--- config.mk ---
export PLATFORM = sky130hd
export DESIGN_NAME = tfm_mode_ctrl
export DESIGN_NICKNAME = d
export VERILOG_FILES = /design/src/pkg/tfm_pkg.sv /design/src/rtl/tfm_mode_ctrl.sv /design/src/rtl/tfm_irq_unit.sv
export SDC_FILE = /design/constraint.sdc
export NUM_CORES = 1
export LEC_CHECK = 0
export BUFFER_PORTS_ARGS = -buffer_cell sky130_fd_sc_hd__buf_2
export CORE_MARGIN = 10
export CORE_UTILIZATION = 48
export CTS_CLUSTER_DIAMETER = 150
export DETAILED_ROUTE_END_ITERATION = 6
export GPL_ROUTABILITY_DRIVEN = 0
export HOLD_SLACK_MARGIN = 0.08
export PLACE_DENSITY = 0.85
export SYNTH_ARGS = -nofsm -noshare
export SYNTH_HDL_FRONTEND = slang
export SYNTH_SLANG_ARGS = --single-unit
--- constraint.sdc ---
create_clock -name i_ref_clk -period 5.3 [get_ports i_ref_clk]
set_input_delay 0.795 -clock i_ref_clk [delete_from_list [all_inputs] [get_ports i_ref_clk]]
set_output_delay 0.795 -clock i_ref_clk [all_outputs]
set_load 0.01 [all_outputs]
--- src/pkg/tfm_pkg.sv ---
// Package: register map, field positions, reset values and carrier types of the
// timer feature-mode control block.
// Assumes a 32-bit Avalon-MM slave port with word-aligned byte addresses.
package tfm_pkg;

    localparam int unsigned ADDR_W = 5;
    localparam int unsigned DATA_W = 32;
    localparam int unsigned CHAN_N = 8;
    localparam int unsigned IRQ_N  = 2;

    // Byte offsets
    localparam logic [ADDR_W-1:0] OFF_MODE    = 5'h00;
    localparam logic [ADDR_W-1:0] OFF_PROTECT = 5'h04;
    localparam logic [ADDR_W-1:0] OFF_SYNCCFG = 5'h08;
    localparam logic [ADDR_W-1:0] OFF_OUTPUT_INITIAL_VALUES = 5'h0c;
    localparam logic [ADDR_W-1:0] OFF_IRQ_ST  = 5'h10;
    localparam logic [ADDR_W-1:0] OFF_IRQ_CLR = 5'h14;
    localparam logic [ADDR_W-1:0] OFF_IRQ_EN  = 5'h18;

    // Mode register fields
    localparam int unsigned BIT_EXT_EN   = 0;
    localparam int unsigned BIT_INIT     = 1;
    localparam int unsigned BIT_WRITE_PROTECT_DISABLE    = 2;
    localparam int unsigned BIT_RESTRICT = 3;
    localparam int unsigned BIT_CAPTURE_TEST_ENABLE  = 4;
    localparam int unsigned LSB_FMODE    = 5;
    localparam int unsigned BIT_FIRQ_EN  = 7;
    // Protect register field
    localparam int unsigned BIT_WRITE_PROTECT_ENABLE     = 6;
    // Sync config field
    localparam int unsigned BIT_SYNC_SEL = 0;
    // Interrupt status bits
    localparam int unsigned IRQ_FAULT    = 0;
    localparam int unsigned IRQ_INIT     = 1;

    // Reset values
    localparam logic [1:0]        RST_FMODE   = 2'h0;
    localparam logic              RST_WRITE_PROTECT_DISABLE   = 1'b1;
    localparam logic              RST_FLAG    = 1'b0;
    localparam logic [CHAN_N-1:0] RST_OUTPUT_INITIAL_VALUES = 8'h00;
    localparam logic [IRQ_N-1:0]  RST_IRQ     = 2'h0;

    typedef enum logic [1:0] {
        TFM_FAULT_OFF      = 2'b00,
        TFM_FAULT_EVEN_MAN = 2'b01,
        TFM_FAULT_ALL_MAN  = 2'b10,
        TFM_FAULT_ALL_AUTO = 2'b11
    } tfm_fault_mode_type;

    typedef struct packed {
        logic [CHAN_N-1:0] chan_enable;
        logic              auto_clear;
    } tfm_fault_cfg_type;

    typedef struct packed {
        logic modulo;
        logic compare;
        logic mask;
        logic counter;
    } tfm_sync_upd_type;

endpackage

--- src/rtl/tfm_mode_ctrl.sv ---
// Feature-mode control register bank of a multi-channel PWM/capture timer.
// Assumes an Avalon-MM master on i_ref_clk; triggers and faults are one-cycle pulses.
`timescale 1ns/100ps
`default_nettype none
module tfm_mode_ctrl #(
    parameter int unsigned CHANNELS = tfm_pkg::CHAN_N
) (
    input  wire logic                         i_ref_clk,
    input  wire logic                         i_srst,
    input  wire logic [tfm_pkg::ADDR_W-1:0]   i_avs_address,
    input  wire logic                         i_avs_read,
    input  wire logic                         i_avs_write,
    input  wire logic [tfm_pkg::DATA_W-1:0]   i_avs_writedata,
    input  wire logic [3:0]                   i_avs_byteenable,
    output logic      [tfm_pkg::DATA_W-1:0]   o_avs_readdata,
    output logic                              o_avs_waitrequest,
    input  wire logic [tfm_pkg::CHAN_N-1:0]   i_fault_detect,
    input  wire logic                         i_sw_trigger,
    input  wire logic                         i_hw_trigger,
    output tfm_pkg::tfm_fault_cfg_type        o_fault_cfg,
    output logic                              o_capture_test,
    output logic                              o_extended_enable,
    output tfm_pkg::tfm_sync_upd_type         o_sync_upd,
    output logic                              o_chan_init,
    output logic      [tfm_pkg::CHAN_N-1:0]   o_chan_init_value,
    output logic                              o_irq
);
    import tfm_pkg::*;

    // Even-channel mask and port widths are fixed at the package count
    if (CHANNELS != CHAN_N) begin : g_chan_check
        $error("tfm_mode_ctrl: CHANNELS must equal CHAN_N");
    end

    // Bus handshake state
    logic              wait_ff;
    logic [DATA_W-1:0] rdata_ff;
    logic              req;
    logic              wr_go;
    logic              rd_go;
    logic              lane0;

    // Control state
    tfm_fault_mode_type fmode_ff;
    logic               firq_en_ff;
    logic               capture_test_enable_ff;
    logic               restrict_ff;
    logic               write_protect_disable_ff;
    logic               ext_en_ff;
    logic               write_protect_enable_seen_ff;
    logic               sync_sel_ff;
    logic [CHAN_N-1:0]  output_initial_values_ff;
    logic [IRQ_N-1:0]   irq_en_ff;

    // Output flops
    tfm_fault_cfg_type  fault_cfg_ff;
    tfm_sync_upd_type   sync_upd_ff;
    logic               chan_init_ff;
    logic [CHAN_N-1:0]  chan_val_ff;

    // Interrupt wiring
    logic [IRQ_N-1:0]   irq_event;
    logic [IRQ_N-1:0]   irq_clear;
    logic [IRQ_N-1:0]   irq_gate;
    logic [IRQ_N-1:0]   irq_status;
    logic               irq_w;
    logic [CHAN_N-1:0]  nxt_chan_en;

    // Decoded write strobes; lane 0 carries every field
    logic               wr_mode;
    logic               wr_prot;
    logic               wr_sync;
    logic               wr_oinit;
    logic               wr_iclr;
    logic               wr_ien;
    logic               init_go;

    function automatic logic hit(input logic [ADDR_W-1:0] off);
        return i_avs_address == off;
    endfunction

    // Request completes on the edge where waitrequest reads low
    assign req   = i_avs_read | i_avs_write;
    assign wr_go = i_avs_write & ~wait_ff;
    assign rd_go = i_avs_read & ~wait_ff;
    assign lane0 = i_avs_byteenable[0];

    // Write strobes shared by the field processes
    assign wr_mode  = wr_go & lane0 & hit(OFF_MODE);
    assign wr_prot  = wr_go & lane0 & hit(OFF_PROTECT);
    assign wr_sync  = wr_go & lane0 & hit(OFF_SYNCCFG);
    assign wr_oinit = wr_go & lane0 & hit(OFF_OUTPUT_INITIAL_VALUES);
    assign wr_iclr  = wr_go & lane0 & hit(OFF_IRQ_CLR);
    assign wr_ien   = wr_go & lane0 & hit(OFF_IRQ_EN);
    // Strobe bit is acted on, never stored
    assign init_go  = wr_mode & i_avs_writedata[BIT_INIT];

    // One wait cycle per access; flop-driven waitrequest
    always_ff @(posedge i_ref_clk) begin
        if (i_srst) begin
            wait_ff <= 1'b1;
        end else begin
            wait_ff <= ~(req & wait_ff);
        end
    end

    // Read mux sampled in the wait cycle, stands at the completing edge
    always_ff @(posedge i_ref_clk) begin
        if (i_srst) begin
            rdata_ff <= '0;
        end else if (i_avs_read & wait_ff) begin
            rdata_ff <= '0;
            if (hit(OFF_MODE)) begin
                rdata_ff[BIT_FIRQ_EN]            <= firq_en_ff;
                rdata_ff[LSB_FMODE +: 2]         <= fmode_ff;
                rdata_ff[BIT_CAPTURE_TEST_ENABLE]            <= capture_test_enable_ff;
                rdata_ff[BIT_RESTRICT]           <= restrict_ff;
                rdata_ff[BIT_WRITE_PROTECT_DISABLE]              <= write_protect_disable_ff;
                rdata_ff[BIT_INIT]               <= 1'b0;
                rdata_ff[BIT_EXT_EN]             <= ext_en_ff;
            end else if (hit(OFF_PROTECT)) begin
                rdata_ff[BIT_WRITE_PROTECT_ENABLE]               <= ~write_protect_disable_ff;
            end else if (hit(OFF_SYNCCFG)) begin
                rdata_ff[BIT_SYNC_SEL]           <= sync_sel_ff;
            end else if (hit(OFF_OUTPUT_INITIAL_VALUES)) begin
                rdata_ff[CHAN_N-1:0]             <= output_initial_values_ff;
            end else if (hit(OFF_IRQ_ST)) begin
                rdata_ff[IRQ_N-1:0]              <= irq_status;
            end else if (hit(OFF_IRQ_EN)) begin
                rdata_ff[IRQ_N-1:0]              <= irq_en_ff;
            end
        end
    end

    // Protected fields: only while write protection is off
    always_ff @(posedge i_ref_clk) begin
        if (i_srst) begin
            fmode_ff   <= tfm_fault_mode_type'(RST_FMODE);
            capture_test_enable_ff <= RST_FLAG;
            ext_en_ff  <= RST_FLAG;
        end else if (wr_mode & write_protect_disable_ff) begin
            fmode_ff   <= tfm_fault_mode_type'(i_avs_writedata[LSB_FMODE +: 2]);
            capture_test_enable_ff <= i_avs_writedata[BIT_CAPTURE_TEST_ENABLE];
            ext_en_ff  <= i_avs_writedata[BIT_EXT_EN];
        end
    end

    // Unprotected mode bits take effect regardless of protection
    always_ff @(posedge i_ref_clk) begin
        if (i_srst) begin
            firq_en_ff  <= RST_FLAG;
            restrict_ff <= RST_FLAG;
        end else if (wr_mode) begin
            firq_en_ff  <= i_avs_writedata[BIT_FIRQ_EN];
            restrict_ff <= i_avs_writedata[BIT_RESTRICT];
        end
    end

    // Read of the enable bit as 1 arms the unlock; a later write to the mode or protect register disarms it
    always_ff @(posedge i_ref_clk) begin
        if (i_srst) begin
            write_protect_enable_seen_ff <= RST_FLAG;
        end else if (rd_go & hit(OFF_PROTECT) & ~write_protect_disable_ff) begin
            write_protect_enable_seen_ff <= 1'b1;
        end else if (wr_go & (hit(OFF_MODE) | hit(OFF_PROTECT))) begin
            write_protect_enable_seen_ff <= 1'b0;
        end
    end

    // Disable bit: reset loads 1, cleared by enable write, set after reset only by the armed sequence
    always_ff @(posedge i_ref_clk) begin
        if (i_srst) begin
            write_protect_disable_ff <= RST_WRITE_PROTECT_DISABLE;
        end else if (wr_prot & i_avs_writedata[BIT_WRITE_PROTECT_ENABLE]) begin
            write_protect_disable_ff <= 1'b0;
        end else if (wr_mode & i_avs_writedata[BIT_WRITE_PROTECT_DISABLE]
                     & write_protect_enable_seen_ff) begin
            write_protect_disable_ff <= 1'b1;
        end
    end

    // Scheme select: the alternate scheme bypasses the restriction bit
    always_ff @(posedge i_ref_clk) begin
        if (i_srst) begin
            sync_sel_ff <= RST_FLAG;
        end else if (wr_sync) begin
            sync_sel_ff <= i_avs_writedata[BIT_SYNC_SEL];
        end
    end

    // Initial values reach the channels only through the strobe
    always_ff @(posedge i_ref_clk) begin
        if (i_srst) begin
            output_initial_values_ff <= RST_OUTPUT_INITIAL_VALUES;
        end else if (wr_oinit) begin
            output_initial_values_ff <= i_avs_writedata[CHAN_N-1:0];
        end
    end

    // Interrupt enables; status keeps latching while disabled
    always_ff @(posedge i_ref_clk) begin
        if (i_srst) begin
            irq_en_ff <= RST_IRQ;
        end else if (wr_ien) begin
            irq_en_ff <= i_avs_writedata[IRQ_N-1:0];
        end
    end

    // Init strobe holds no state; one-cycle load pulse
    always_ff @(posedge i_ref_clk) begin
        if (i_srst) begin
            chan_init_ff <= 1'b0;
            chan_val_ff  <= RST_OUTPUT_INITIAL_VALUES;
        end else begin
            chan_init_ff <= init_go;
            if (init_go) begin
                chan_val_ff <= output_initial_values_ff;
            end
        end
    end

    // Fault channel enables from the mode field
    always_comb begin
        nxt_chan_en = '0;
        case (fmode_ff)
            TFM_FAULT_OFF:      nxt_chan_en = '0;
            TFM_FAULT_EVEN_MAN: nxt_chan_en = 8'h55;
            TFM_FAULT_ALL_MAN:  nxt_chan_en = 8'hff;
            TFM_FAULT_ALL_AUTO: nxt_chan_en = 8'hff;
            default:            nxt_chan_en = '0;
        endcase
    end

    always_ff @(posedge i_ref_clk) begin
        if (i_srst) begin
            fault_cfg_ff <= '0;
        end else begin
            fault_cfg_ff.chan_enable <= nxt_chan_en;
            fault_cfg_ff.auto_clear  <= (fmode_ff == TFM_FAULT_ALL_AUTO);
        end
    end

    // Trigger routing; restriction ignored under the alternate scheme
    always_ff @(posedge i_ref_clk) begin
        if (i_srst) begin
            sync_upd_ff <= '0;
        end else if (restrict_ff & ~sync_sel_ff) begin
            sync_upd_ff.modulo  <= i_sw_trigger;
            sync_upd_ff.compare <= i_sw_trigger;
            sync_upd_ff.mask    <= i_hw_trigger;
            sync_upd_ff.counter <= i_hw_trigger;
        end else begin
            sync_upd_ff.modulo  <= i_sw_trigger | i_hw_trigger;
            sync_upd_ff.compare <= i_sw_trigger | i_hw_trigger;
            sync_upd_ff.mask    <= i_sw_trigger | i_hw_trigger;
            sync_upd_ff.counter <= i_sw_trigger | i_hw_trigger;
        end
    end

    // Fault only counts on a channel whose fault control is on
    assign irq_event[IRQ_FAULT] = |(i_fault_detect & nxt_chan_en);
    assign irq_event[IRQ_INIT]  = chan_init_ff;
    assign irq_clear = wr_iclr ? i_avs_writedata[IRQ_N-1:0] : '0;
    // Fault line also needs the mode register's own interrupt enable
    assign irq_gate  = irq_en_ff & {1'b1, firq_en_ff};

    tfm_irq_unit #(
        .N (IRQ_N)
    ) u_irq (
        .i_ref_clk (i_ref_clk),
        .i_srst    (i_srst),
        .i_event   (irq_event),
        .i_clear   (irq_clear),
        .i_enable  (irq_gate),
        .o_status  (irq_status),
        .o_irq     (irq_w)
    );

    assign o_avs_readdata    = rdata_ff;
    assign o_avs_waitrequest = wait_ff;
    assign o_fault_cfg       = fault_cfg_ff;
    assign o_capture_test    = capture_test_enable_ff;
    assign o_extended_enable = ext_en_ff;
    assign o_sync_upd        = sync_upd_ff;
    assign o_chan_init       = chan_init_ff;
    assign o_chan_init_value = chan_val_ff;
    assign o_irq             = irq_w;
endmodule
`default_nettype wire

--- src/rtl/tfm_irq_unit.sv ---
// Interrupt unit: sticky status, write-one-to-clear, enable, one level output.
// Assumes event and clear pulses are synchronous to i_ref_clk.
`timescale 1ns/100ps
`default_nettype none
module tfm_irq_unit #(
    parameter int unsigned N = 2
) (
    input  wire logic         i_ref_clk,
    input  wire logic         i_srst,
    input  wire logic [N-1:0] i_event,
    input  wire logic [N-1:0] i_clear,
    input  wire logic [N-1:0] i_enable,
    output logic      [N-1:0] o_status,
    output logic              o_irq
);
    import tfm_pkg::*;

    // Status must fit one bus word
    if (N < 1 || N > DATA_W) begin : g_n_check
        $error("tfm_irq_unit: N out of range");
    end

    logic [N-1:0] status_ff;
    logic         irq_ff;

    // Set beats clear so no event is lost
    always_ff @(posedge i_ref_clk) begin
        if (i_srst) begin
            status_ff <= '0;
        end else begin
            status_ff <= (status_ff & ~i_clear) | i_event;
        end
    end

    always_ff @(posedge i_ref_clk) begin
        if (i_srst) begin
            irq_ff <= 1'b0;
        end else begin
            irq_ff <= |(((status_ff & ~i_clear) | i_event) & i_enable);
        end
    end

    assign o_status = status_ff;
    assign o_irq    = irq_ff;
endmodule
`default_nettype wire

== Yosys cells after proc, flatten, opt, wreduce, memory -nomap -nowiden ==
Cells that the tools add are included.

* Equal/unequal tests: 9
* Bitwise logic cells: 33
* Order comparisons: 0
* Multipliers: 0
* Div/mod/pow operators: 0
* Reductions and logical operators: 7
* Shifts and indexed selects: 0
* Add/subtract/negate cells: 0
* Multiplexer cells: 17

{| class="wikitable"
|+ Operators by type and width
! cell !! count
|-
| $pmux W8 S3 || 1
|-
| $and A1 B1 Y1 || 20
|-
| $eq A5 B5 Y1 const B || 3
|-
| $mux W6 || 2
|-
| $eq A5 B4 Y1 const B || 2
|-
| $and A8 B8 Y8 || 1
|-
| $mux W2 || 4
|-
| $mux W8 || 1
|-
| $reduce_or A8 Y1 || 1
|-
| $mux W1 || 7
|-
| $mux W7 || 1
|-
| $and A2 B2 Y2 || 3
|-
| $eq A5 B3 Y1 const B || 1
|-
| $logic_not A5 Y1 || 1
|-
| $eq A2 B2 Y1 const B || 2
|-
| $mux W4 || 1
|-
| $not A1 Y1 || 4
|-
| $reduce_bool A2 Y1 || 2
|-
| $reduce_or A2 Y1 || 2
|-
| $or A1 B1 Y1 || 3
|-
| $eq A2 B1 Y1 const B || 1
|-
| $logic_not A2 Y1 || 1
|-
| $not A2 Y2 || 1
|-
| $or A2 B2 Y2 || 1
|}

* Input port bits: 55
* Latch bits: 0
* Memories kept: 0
* Bits in registers: 53
* Memory bits (writable): 0
* ROM bits: 0
* Output and inout port bits: 58

== Logic depth before layout (Yosys ltp) ==
Gate-level depths: netlist of the first run.

* Depth in word-level cells: 10
* Gate-level depth with buffers: 7
* Gate-level depth less buffers: 4

== Cells and area by module ==
Synthesis of the first run repeated with hierarchy kept, for this count alone.

* Cell total of the unflattened synthesis: 243
* Area total of the unflattened synthesis: 2109.5 um^2

{| class="wikitable"
|+ Modules (own cells, without submodules)
! module !! times used !! area an instance (um^2) !! cells each
|-
| tfm_mode_ctrl || 1 || 1988.2 || 233
|-
| tfm_irq_unit || 1 || 121.4 || 10
|}

== Worst setup path after synthesis of the first run ==
OpenSTA, ideal clock, no wires.

* Kind: input to register
* From: input i_avs_address[4] in the netlist's numbering
* To: register chan_val_ff[0] (netlist: o_chan_init_value[0])
* Data arrival time: 2.072 ns
* Stages on the path: 7
* Path buffers: 3
* Data required time: 5.168 ns
* Library setup time: 0.132 ns
* Setup slack: 3.096 ns
* Cell sequence: buf_6 > or3_4 > buf_6 > or4_1 > buf_2 > nand2_1 > a21oi_1

* Longest elaborated chain between the ends: 3

{| class="wikitable"
|+ RTL lines
! element !! line !! source
|-
| start, declared || tfm_mode_ctrl.sv:10 || <nowiki>input wire logic [tfm_pkg::ADDR_W-1:0] i_avs_address,</nowiki>
|-
| $logic_not A5 Y1 || tfm_mode_ctrl.sv:79 || <nowiki>return i_avs_address == off;</nowiki>
|-
| $and A1 B1 Y1 || tfm_mode_ctrl.sv:89 || <nowiki>assign wr_mode = wr_go & lane0 & hit(OFF_MODE);</nowiki>
|-
| $and A1 B1 Y1 || tfm_mode_ctrl.sv:96 || <nowiki>assign init_go = wr_mode & i_avs_writedata[BIT_INIT];</nowiki>
|-
| end signal, assigned || tfm_mode_ctrl.sv:217 || <nowiki>chan_val_ff <= output_initial_values_ff;</nowiki>
|-
| end, declared || tfm_mode_ctrl.sv:59 || <nowiki>logic [CHAN_N-1:0] chan_val_ff;</nowiki>
|}

Every way passes these cells.
A chain may end at the register's enable or synchronous reset.

== Worst setup path in the final report of the first run ==
* From: input i_avs_address[4] in the netlist's numbering
* To: register restrict_ff

* Longest elaborated chain between the ends: 2

{| class="wikitable"
|+ RTL lines
! element !! line !! source
|-
| $logic_not A5 Y1 || tfm_mode_ctrl.sv:79 ||
|-
| $and A1 B1 Y1 || tfm_mode_ctrl.sv:89 ||
|-
| end signal, assigned || tfm_mode_ctrl.sv:155 || <nowiki>restrict_ff <= i_avs_writedata[BIT_RESTRICT];</nowiki>
|-
| end, declared || tfm_mode_ctrl.sv:47 || <nowiki>logic restrict_ff;</nowiki>
|}

Every way passes these cells.

==> results.md, run 1 <==
| Metric | Reported | Unit |
|:---|:---|:---|
| Ant. Diodes | 0 | - |
| Number of nets still failing antenna checks after routing | 0 | - |
| Leak Pwr | 1.01 | nW |
| Multi-input gate area in the final layout | 978 | sq um |
| Initial standard-cell utilization of the core | 0.490 | - |
| Layout-stage area growth over the synthesis result | 11.2 | % |
| Critical Path Source Type | input pin | - |
| Outcome | finished, final reports clean | - |
| Core Area | 0.00432 | sq mm |
| Vias | 1767 | - |
| Number of enable-type register cells in the synthesized netlist | 0 | - |
| Clock tree from TritonCTS | built | - |
| CP Max Fanout | 15 | - |
| Buffers inserted by post-CTS timing repair | 0 | - |
| Worst-case clock skew | 0.00884 | ns |
| Overall Global Routing Usage | 0.142 | - |
| GRT Residual Overflow | 0 | - |
| Latest clock arrival within the worst-skew pair | 0.30 | ns |
| Final Cycle Share | 0.401 | - |
| Final critical delay including setup and external delays | 2.12 | ns |
| Number of cells on the worst hold path | 2 | - |
| Power density over cell area | 258 | mW/mm^2 |
| Filler cells | 425 | - |
| Kind of end point of the critical path | flip-flop | - |
| Cell row count | 24 | - |
| Maximum clock insertion buffer count | 2 | - |
| CP Data Required Time | 5.46 | ns |
| Vias in the first global route | 1755 | - |
| Critical Path Start | i_avs_address[4] | - |
| Data arrival time at the worst-slack endpoint | 2.28 | ns |
| Number of hold violations in the final report | 0 | - |
| Worst supply voltage drop on vdd | 169 | uV |
| Fraction of registers with async set/reset | 0 | - |
| Top post-synthesis cells by area | sky130_fd_sc_hd__dfxtp_1, sky130_fd_sc_hd__buf_4, sky130_fd_sc_hd__mux2i_1 | - |
| Number of top-level pins | 113 | - |
| Post-DR wirelength/cell | 15.3 | microns |
| Gates resized, CTS repair | 0 | - |
| Antenna violations before repair | 0 | - |
| Post-synthesis cell type with the largest combined area | sky130_fd_sc_hd__dfxtp_1 | - |
| Synth cell types | 42 | - |
| FF-to-FF setup slack | 3.44 | ns |
| Fraction of layout instances using a drive strength above 1 | 0.250 | - |
| Inserted Clock Buffers | 5 | - |
| Number of max-cap violations | 0 | - |
| Top-count cell post-synth | sky130_fd_sc_hd__dfxtp_1 | - |
| Number of warnings issued by yosys | 0 | - |
| Clock slew at reported path FFs | 0.07 | ns |
| Fraction of the yosys area taken by sequential cells | 0.426 | - |
| Initial DRT Pass Iterations | 4 | - |
| Number of hold-repair buffers added at the cts stage | 0 | - |
| Worst flop-to-flop path startpoint | o_avs_waitrequest$_SDFF_PP1_ | - |
| Number of DRC markers after the initial detailed-route iteration | 162 | - |
| Vias/cell | 5.20 | - |
| Post-synthesis instance total | 241 | - |
| RSZ-0062 raised after global routing | false | - |
| Worst-case headroom to the max-slew limit | 0.526 | - |
| Final-report max-slew violation count | 0 | - |
| Critical path destination | restrict_ff$_SDFFE_PP0N_ | - |
| Maximum frequency from static timing analysis | 471 | MHz |
| Depth of the worst register-to-register path | 4 | - |
| Final net count | 343 | - |
| Mean Syn Cell Area | 8.78 | sq um |
| Wire length of the first global-routing pass | 8580 | microns |
| Pin count of the biggest net entering global routing | 42 | - |
| Worst hold-check slack | 0.455 | ns |
| Number of register bits inferred by synthesis | 45 | - |
| Syn Std Cell Area | 0.00212 | sq mm |
| Least-Margin Pin Slew | 0.711 | ns |
| Leading post-synthesis cells by instance count | sky130_fd_sc_hd__dfxtp_1, sky130_fd_sc_hd__buf_4, sky130_fd_sc_hd__nor2_1 | - |
| Count of buffers inserted at the top-level ports | 61 | - |
| Area share of the largest cell type after synthesis | 0.426 | - |
| Number of clock sinks seen by CTS | 45 | - |
| Ys flop type | sky130_fd_sc_hd__dfxtp_1 | - |
| Die footprint | 0.00747 | sq mm |
| Die Width | 86.4 | microns |
| HPWL after detailed placement | 3970 | microns |
| Final wirelength | 5210 | microns |
| Setup tns final | 0 | ns |
| Die extent in y | 86.4 | microns |
| Seq. cell area | 901 | sq um |
| Path class of the lowest-slack min-delay path | flip-flop to flip-flop | - |
| Remaining routing DRC violations | 0 | - |
| Number of H-tree branching levels | 2 | - |
| Reg-to-reg critical path endpoint | restrict_ff$_SDFFE_PP0N_ | - |
| Buffer cell driving the clock tree root | sky130_fd_sc_hd__clkbuf_8 | - |
| Type of the worst setup path | input pin to flip-flop | - |
| Setup violations, final | 0 | - |
[layer usage]
metal / up-vias / global-route usage / part of all wire
li1: 874 / - / -
met1: 818 / 0.152 / 0.38
met2: 68 / 0.243 / 0.50
met3: 7 / 0.0553 / 0.098
met4: 0 / 0.0589 / 0.018
met5: - / 0 / 0
[cell usage in the layout, fill, tap and decap left out, drive strengths merged, types with 5 or more instances in the layout]
cell type,count
a22oi,6
clkbuf,7
mux2i,14
a22o,5
nand2,18
a21oi,17
conb,24
nand3,12
nor2,31
dfxtp,45
buf,61
inv,5
[where the power goes]
group	total [mW]	leakage [nW]	switching [mW]	internal [mW]
clock network	0.214	0.0443	0.111	0.103
registers	0.341	0.363	0.00174	0.340
logic	0.0516	0.604	0.0362	0.0154
[state kept, by name, indices dropped and copies added, names as in the netlist, 2 cells and up]
| register | flops |
|---|---|
| fmode_ff | 2 |
| irq_en_ff | 2 |
| o_avs_readdata | 8 |
| o_chan_init_value | 8 |
| o_fault_cfg | 3 |
| o_sync_upd | 2 |
| output_initial_values_ff | 8 |
| u_irq.o_status | 2 |
[metrics by stage]
stage	cells	total power, mW	cell area (sq um)	setup slack, ns	util
after floorplan	264	0.394	2200	3.10	-
after global placement	333	0.399	2270	2.92	0.525
after detailed placement	333	0.400	2270	2.87	0.525
after CTS	340	0.610	2350	3.18	0.545
after global routing	340	0.630	2350	3.11	0.545
final	340	0.607	2350	3.18	0.545
[kinds of logic after synthesis]
kind of cell / synth area share
other cells: 0.00177
mux: 0.0662
flops: 0.426
buf+inv: 0.153
compound gates: 0.137
simple gates: 0.216
[critical path, cell delays in order]
cell                      delay (ns)
sky130_fd_sc_hd__buf_2          0.16
sky130_fd_sc_hd__or3_4          0.46
sky130_fd_sc_hd__nor3_4         0.52
sky130_fd_sc_hd__mux2i_1        0.28
sky130_fd_sc_hd__nor2_1         0.06
[layout make-up]
class                   instances  area share
repair buffers                 61       0.130
multi-input cells             170       0.416
well taps                      52      0.0276
flip-flops and latches         45       0.383
inverters                       5     0.00797
clock buffers                   7      0.0367
[how the worst min path moves through the flow]
stage	start	to	slack, ns
2_1_floorplan	irq_en_ff[1]$_SDFFE_PP0P_	u_irq.o_irq$_SDFF_PP0_	0.44
4_1_cts	o_chan_init_value[3]$_SDFFE_PP0P_	o_chan_init_value[3]$_SDFFE_PP0P_	0.46
3_5_place_dp	o_chan_init_value[7]$_SDFFE_PP0P_	o_chan_init_value[7]$_SDFFE_PP0P_	0.44
5_1_grt	o_chan_init_value[3]$_SDFFE_PP0P_	o_chan_init_value[3]$_SDFFE_PP0P_	0.47
3_3_place_gp	o_chan_init_value[2]$_SDFFE_PP0P_	o_chan_init_value[2]$_SDFFE_PP0P_	0.44
6_report	o_chan_init_value[3]$_SDFFE_PP0P_	o_chan_init_value[3]$_SDFFE_PP0P_	0.45
Note: power is estimated with default switching activity, not from simulation.
==> run 2: changes to the inputs <==
- CORE_UTILIZATION: 48 -> 40
- PLACE_DENSITY: 0.85 -> 0.75
- clock period: 5.3 -> 1.8 ns (I/O delays scaled with it)
==> results.md, run 2 (synthesis results as in run 1) <==
| Metric | Reported | Unit |
|:---|:---|:---|
| Startpoint of the lowest-slack hold path | i_avs_read | - |
| Number of DRC markers after the initial detailed-route iteration | 145 | - |
| Die extent in y | 92.8 | microns |
| Pin count of the biggest net entering global routing | 28 | - |
| Antenna violations before repair | 0 | - |
| Cells traversed along the worst timing path | nand3b_1, buf_4, nor4_1, buf_4, mux2i_1, nor2_1 | - |
| Most common cell after layout, fill and taps aside | sky130_fd_sc_hd__buf_2 | - |
| Wire length of the first global-routing pass | 9060 | microns |
| Buffer cell driving the clock tree root | sky130_fd_sc_hd__clkbuf_8 | - |
| Critical Path Start | o_avs_waitrequest$_SDFF_PP1_ | - |
| CP Data Required Time | 1.99 | ns |
| Worst supply voltage drop on vdd | 414 | uV |
| Count of buffers inserted at the top-level ports | 61 | - |
| Depth of the worst register-to-register path | 6 | - |
| Number of H-tree branching levels | 2 | - |
| Buffers inserted by post-CTS timing repair | 0 | - |
| Worst slack, placed | 0.115 | ns |
| Setup violations, final | 0 | - |
| Setup tns final | 0 | ns |
| RSZ-0062 raised after global routing | false | - |
| Gate family responsible for the most delay along the worst path | simple AND/OR/NAND/NOR gates | - |
| Initial DRT Pass Iterations | 4 | - |
| Overall Global Routing Usage | 0.127 | - |
| FF-to-FF setup slack | 0.32 | ns |
| Maximum frequency from static timing analysis | 674 | MHz |
| Number of hold-repair buffers added at the cts stage | 0 | - |
| Final critical delay including setup and external delays | 1.48 | ns |
| Initial standard-cell utilization of the core | 0.415 | - |
| Power density over cell area | 738 | mW/mm^2 |
| Final Cycle Share | 0.824 | - |
| Final wirelength | 5560 | microns |
| Filler cells | 523 | - |
| Vias | 1827 | - |
| Number of clock sinks seen by CTS | 45 | - |
| Number of top-level pins | 113 | - |
| Gates resized, CTS repair | 0 | - |
| Type of the worst setup path | flip-flop to flip-flop | - |
| Kind of end point of the critical path | flip-flop | - |
| Number of nets still failing antenna checks after routing | 0 | - |
| Final net count | 356 | - |
| Path class of the lowest-slack min-delay path | input pin to flip-flop | - |
| Buffers plus inverters on the worst setup path | 2 | - |
| Number of max-cap violations | 0 | - |
| Number of hold violations in the final report | 0 | - |
| Data arrival time at the worst-slack endpoint | 1.67 | ns |
| Post-DR wirelength/cell | 14.9 | microns |
| Maximum clock insertion buffer count | 2 | - |
| Seq. cell area | 901 | sq um |
| Leak Pwr | 1.08 | nW |
| Vias in the first global route | 1908 | - |
| CP Max Fanout | 4 | - |
| Die Width | 92.8 | microns |
| Worst-case clock skew | 0.00738 | ns |
| Number of cells on the worst hold path | 2 | - |
| Clock slew at reported path FFs | 0.09 | ns |
| Fraction of layout instances using a drive strength above 1 | 0.288 | - |
| Ant. Diodes | 0 | - |
| Highest-count cells in the layout ignoring fill and taps | sky130_fd_sc_hd__buf_2, sky130_fd_sc_hd__dfxtp_1, sky130_fd_sc_hd__nor2_1 | - |
| Max incr delay on CP | 0.32 | ns |
| Most frequent cell on the critical path | sky130_fd_sc_hd__buf_4 | - |
| Final-report max-slew violation count | 0 | - |
| Cell with the biggest individual delay on the critical path | sky130_fd_sc_hd__dfxtp_1 | - |
| Multi-input gate area in the final layout | 978 | sq um |
| Latest clock arrival within the worst-skew pair | 0.30 | ns |
| HPWL after detailed placement | 4220 | microns |
| Worst flop-to-flop path startpoint | o_avs_waitrequest$_SDFF_PP1_ | - |
| Core Area | 0.00511 | sq mm |
| Die footprint | 0.00860 | sq mm |
| Layout-stage area growth over the synthesis result | 17.3 | % |
| Cell row count | 26 | - |
| Critical Path Source Type | flip-flop | - |
| Clock tree from TritonCTS | built | - |
| Setup slack of the critical path after layout | 0.317 | ns |
| Vias/cell | 4.91 | - |
| GRT Residual Overflow | 0 | - |
| Crit path depth | 6 | - |
| Outcome | finished, final reports clean | - |
| Remaining routing DRC violations | 0 | - |
| Inserted Clock Buffers | 5 | - |
==> run 2: per-stage QoR <==
stage          total power, mW  hold slack [ns]   util  instances  cell area (sq um)
2_1_floorplan             1.16            0.349      -        264               2200
3_3_place_gp              1.19            0.437  0.468        364               2390
3_5_place_dp              1.19            0.444  0.468        364               2390
4_1_cts                   1.84            0.189  0.486        372               2480
5_1_grt                   1.91            0.215  0.486        372               2480
6_report                  1.83            0.200  0.486        372               2480
==> run 2: path summary, 6_finish.rpt <==
| check | to |
|---|---|
| worst max-delay path | irq_en_ff[1]$_SDFFE_PP0P_ |
| worst min-delay path | o_avs_waitrequest$_SDFF_PP1_ |
| worst max register to register | irq_en_ff[1]$_SDFFE_PP0P_ |
| worst min register to register | o_avs_readdata[6]$_SDFFE_PP0P_ |
==> run 2: layout make-up <==
| class | count | area share |
|---|---|---|
| Tap cell | 70 | 0.0353 |
| Multi-Input combinational cell | 170 | 0.394 |
| Clock inverter | 3 | 0.0101 |
| Inverter | 5 | 0.00756 |
| Timing Repair Buffer | 74 | 0.162 |
| Sequential cell | 45 | 0.363 |
| Clock buffer | 5 | 0.0277 |
==> run 2: report_power, final <==
part           switching [mW]  total (mW)  internal (mW)
clock                   0.376       0.659          0.283
combinational           0.113       0.171         0.0573
sequential            0.00257        1.00           1.00
total                   0.492        1.83           1.34
==> run 2: per-layer routing <==
layer,vias to the layer above,global-route usage,share of wire
met4,0,0.0321,0.0043
met2,83,0.222,0.49
met3,5,0.0621,0.11
met1,837,0.133,0.39
li1,902,-,-
met5,-,0,0
==> run 3: changes to the inputs <==
- ABC_AREA: not set -> 1
- CORE_UTILIZATION: 40 -> 45
- PLACE_DENSITY: 0.75 -> 0.8
- clock period: 1.8 -> 1.5 ns (I/O delays scaled with it)
==> results.md, run 3 <==
| Metric | Reported | Unit |
|:---|:---|:---|
| Setup slack of the critical path after layout | 0.268 | ns |
| Number of H-tree branching levels | 2 | - |
| Number of hold-repair buffers added at the cts stage | 0 | - |
| Core Area | 0.00469 | sq mm |
| Critical Path Source Type | flip-flop | - |
| Ant. Diodes | 0 | - |
| Non-filler cells in the finished layout | 403 | - |
| CP Data Required Time | 1.70 | ns |
| Synth cell types | 22 | - |
| Number of DRC markers after the initial detailed-route iteration | 97 | - |
| Buffer cell driving the clock tree root | sky130_fd_sc_hd__clkbuf_8 | - |
| Pin count of the biggest net entering global routing | 31 | - |
| Kind of end point of the critical path | flip-flop | - |
| Data arrival time at the worst-slack endpoint | 1.43 | ns |
| Cells traversed along the worst timing path | inv_2, nand3_2, inv_2, nand2_4, inv_2, nand2_4, nor2_1, nor2_1 | - |
| Initial standard-cell utilization of the core | 0.459 | - |
| Vias/cell | 4.82 | - |
| Number of warnings issued by yosys | 0 | - |
| Number of nets still failing antenna checks after routing | 0 | - |
| Number of enable-type register cells in the synthesized netlist | 0 | - |
| GRT Residual Overflow | 0 | - |
| Count of buffers inserted at the top-level ports | 61 | - |
| Final critical delay including setup and external delays | 1.23 | ns |
| Number of max-cap violations | 0 | - |
| Ys flop type | sky130_fd_sc_hd__dfxtp_1 | - |
| Clock slew at reported path FFs | 0.08 | ns |
| Final net count | 404 | - |
| Path class of the lowest-slack min-delay path | input pin to flip-flop | - |
| Fraction of registers with async set/reset | 0 | - |
| Remaining routing DRC violations | 0 | - |
| RSZ-0062 raised after global routing | false | - |
| Wire length of the first global-routing pass | 8350 | microns |
| Buffers inserted by post-CTS timing repair | 0 | - |
| Die footprint | 0.00795 | sq mm |
| Setup tns final | 0 | ns |
| Fraction of the yosys area taken by sequential cells | 0.419 | - |
| Post-DR wirelength/cell | 13.4 | microns |
| HPWL after detailed placement | 4350 | microns |
| Post-layout util | 0.534 | - |
| Final Cycle Share | 0.821 | - |
| Fraction of layout instances using a drive strength above 1 | 0.261 | - |
| Number of top-level pins | 113 | - |
| Area share of the largest cell type after synthesis | 0.419 | - |
| Highest-count cells in the layout ignoring fill and taps | sky130_fd_sc_hd__buf_2, sky130_fd_sc_hd__nor2_1, sky130_fd_sc_hd__dfxtp_1 | - |
| Post-synthesis cell type with the largest combined area | sky130_fd_sc_hd__dfxtp_1 | - |
| Maximum frequency from static timing analysis | 812 | MHz |
| Cell with the biggest individual delay on the critical path | sky130_fd_sc_hd__dfxtp_1 | - |
| Inserted Clock Buffers | 5 | - |
| Initial DRT Pass Iterations | 5 | - |
| Overall Global Routing Usage | 0.133 | - |
| Type of the worst setup path | flip-flop to flip-flop | - |
| Vias in the first global route | 1833 | - |
| Final wirelength | 5420 | microns |
| Post-synthesis instance total | 288 | - |
| Leading post-synthesis cells by instance count | sky130_fd_sc_hd__nor2_1, sky130_fd_sc_hd__dfxtp_1, sky130_fd_sc_hd__nand2_1 | - |
| Syn Std Cell Area | 0.00215 | sq mm |
| Maximum clock insertion buffer count | 2 | - |
| Max incr delay on CP | 0.35 | ns |
| Worst-case clock skew | 0.00492 | ns |
| Final-report max-slew violation count | 0 | - |
| Antenna violations before repair | 0 | - |
| Layout-stage area growth over the synthesis result | 16.3 | % |
| Setup violations, final | 0 | - |
| CP Max Fanout | 9 | - |
| Number of clock sinks seen by CTS | 45 | - |
| Latest clock arrival within the worst-skew pair | 0.30 | ns |
| Cell row count | 25 | - |
| Die extent in y | 89.2 | microns |
| Worst supply voltage drop on vdd | 646 | uV |
| Clock tree from TritonCTS | built | - |
| Outcome | finished, final reports clean | - |
| Worst slack, placed | 0.136 | ns |
| Vias | 1944 | - |
| Top post-synthesis cells by area | sky130_fd_sc_hd__dfxtp_1, sky130_fd_sc_hd__buf_4, sky130_fd_sc_hd__nor2_1 | - |
| Gates resized, CTS repair | 0 | - |
| Top-count cell post-synth | sky130_fd_sc_hd__nor2_1 | - |
| Most frequent cell on the critical path | sky130_fd_sc_hd__inv_2 | - |
| Mean Syn Cell Area | 7.47 | sq um |
| Number of register bits inferred by synthesis | 45 | - |
| Total power after layout | 2.31 | mW |
| Power density over cell area | 922 | mW/mm^2 |
| Most common cell after layout, fill and taps aside | sky130_fd_sc_hd__buf_2 | - |
| Leak Pwr | 1.29 | nW |
| Die Width | 89.2 | microns |
| DP Cell Count | 396 | - |
| Number of hold violations in the final report | 0 | - |
[run 3: worst paths after layout]
check                                      endpoint  slack, ns  cells after the start                      startpoint
hold / removal             o_sync_upd[1]$_SDFF_PP0_       0.16                      3                    i_hw_trigger
setup reg to reg  o_chan_init_value[0]$_SDFFE_PP0P_       0.27                      8    o_avs_waitrequest$_SDFF_PP1_
setup / recovery  o_chan_init_value[0]$_SDFFE_PP0P_       0.27                      8    o_avs_waitrequest$_SDFF_PP1_
hold reg to reg      o_avs_readdata[1]$_SDFFE_PP0P_       0.46                      2  o_avs_readdata[1]$_SDFFE_PP0P_
[run 3: routing by layer]
layer,up-vias,GRT usage,share of wire
met3,12,0.0538,0.12
met1,853,0.160,0.43
met2,83,0.209,0.43
met4,0,0.0448,0.013
li1,996,-,-
met5,-,0,0
[run 3: worst max-delay path, delay by kind of cell (launching register included)]
family | cells | cell delay (ns)
and+or+nand+nor | 5 | 0.45
DFF | 1 | 0.35
buffers and inverters | 3 | 0.31
[run 3: cells by family (layout without fill, tap and decap cells)]
family,count (synthesis),count (layout),share of synthesized area
buffers and inverters,61,99,0.163
AOI/OAI and AO/OA,58,58,0.138
and+or+nand+nor,123,123,0.279
DFF,45,45,0.419
other,1,24,0.00174
[run 3: where the power goes]
| group | switching (mW) | internal, mW | leakage (nW) | total [mW] |
|---|---|---|---|---|
| clock network | 0.390 | 0.484 | 0.0540 | 0.874 |
| logic | 0.150 | 0.0705 | 0.871 | 0.221 |
| registers | 0.00810 | 1.21 | 0.364 | 1.21 |
[run 3: final cells by class]
type,instances,area (sq um)
multi-input combinational,205,987
inverter,25,93.8
timing repair buffer,67,350
fill,483,2190
clock inverter,2,35.0
clock buffer,5,68.8
tap,54,67.6
sequential,45,901
[run 3: per-stage QoR]
stage	area (sq um)	hold slack, ns
floorplan	2240	0.306
global placement	2400	0.449
detailed placement	2400	0.454
CTS	2500	0.152
global route	2500	0.155
finish	2500	0.160
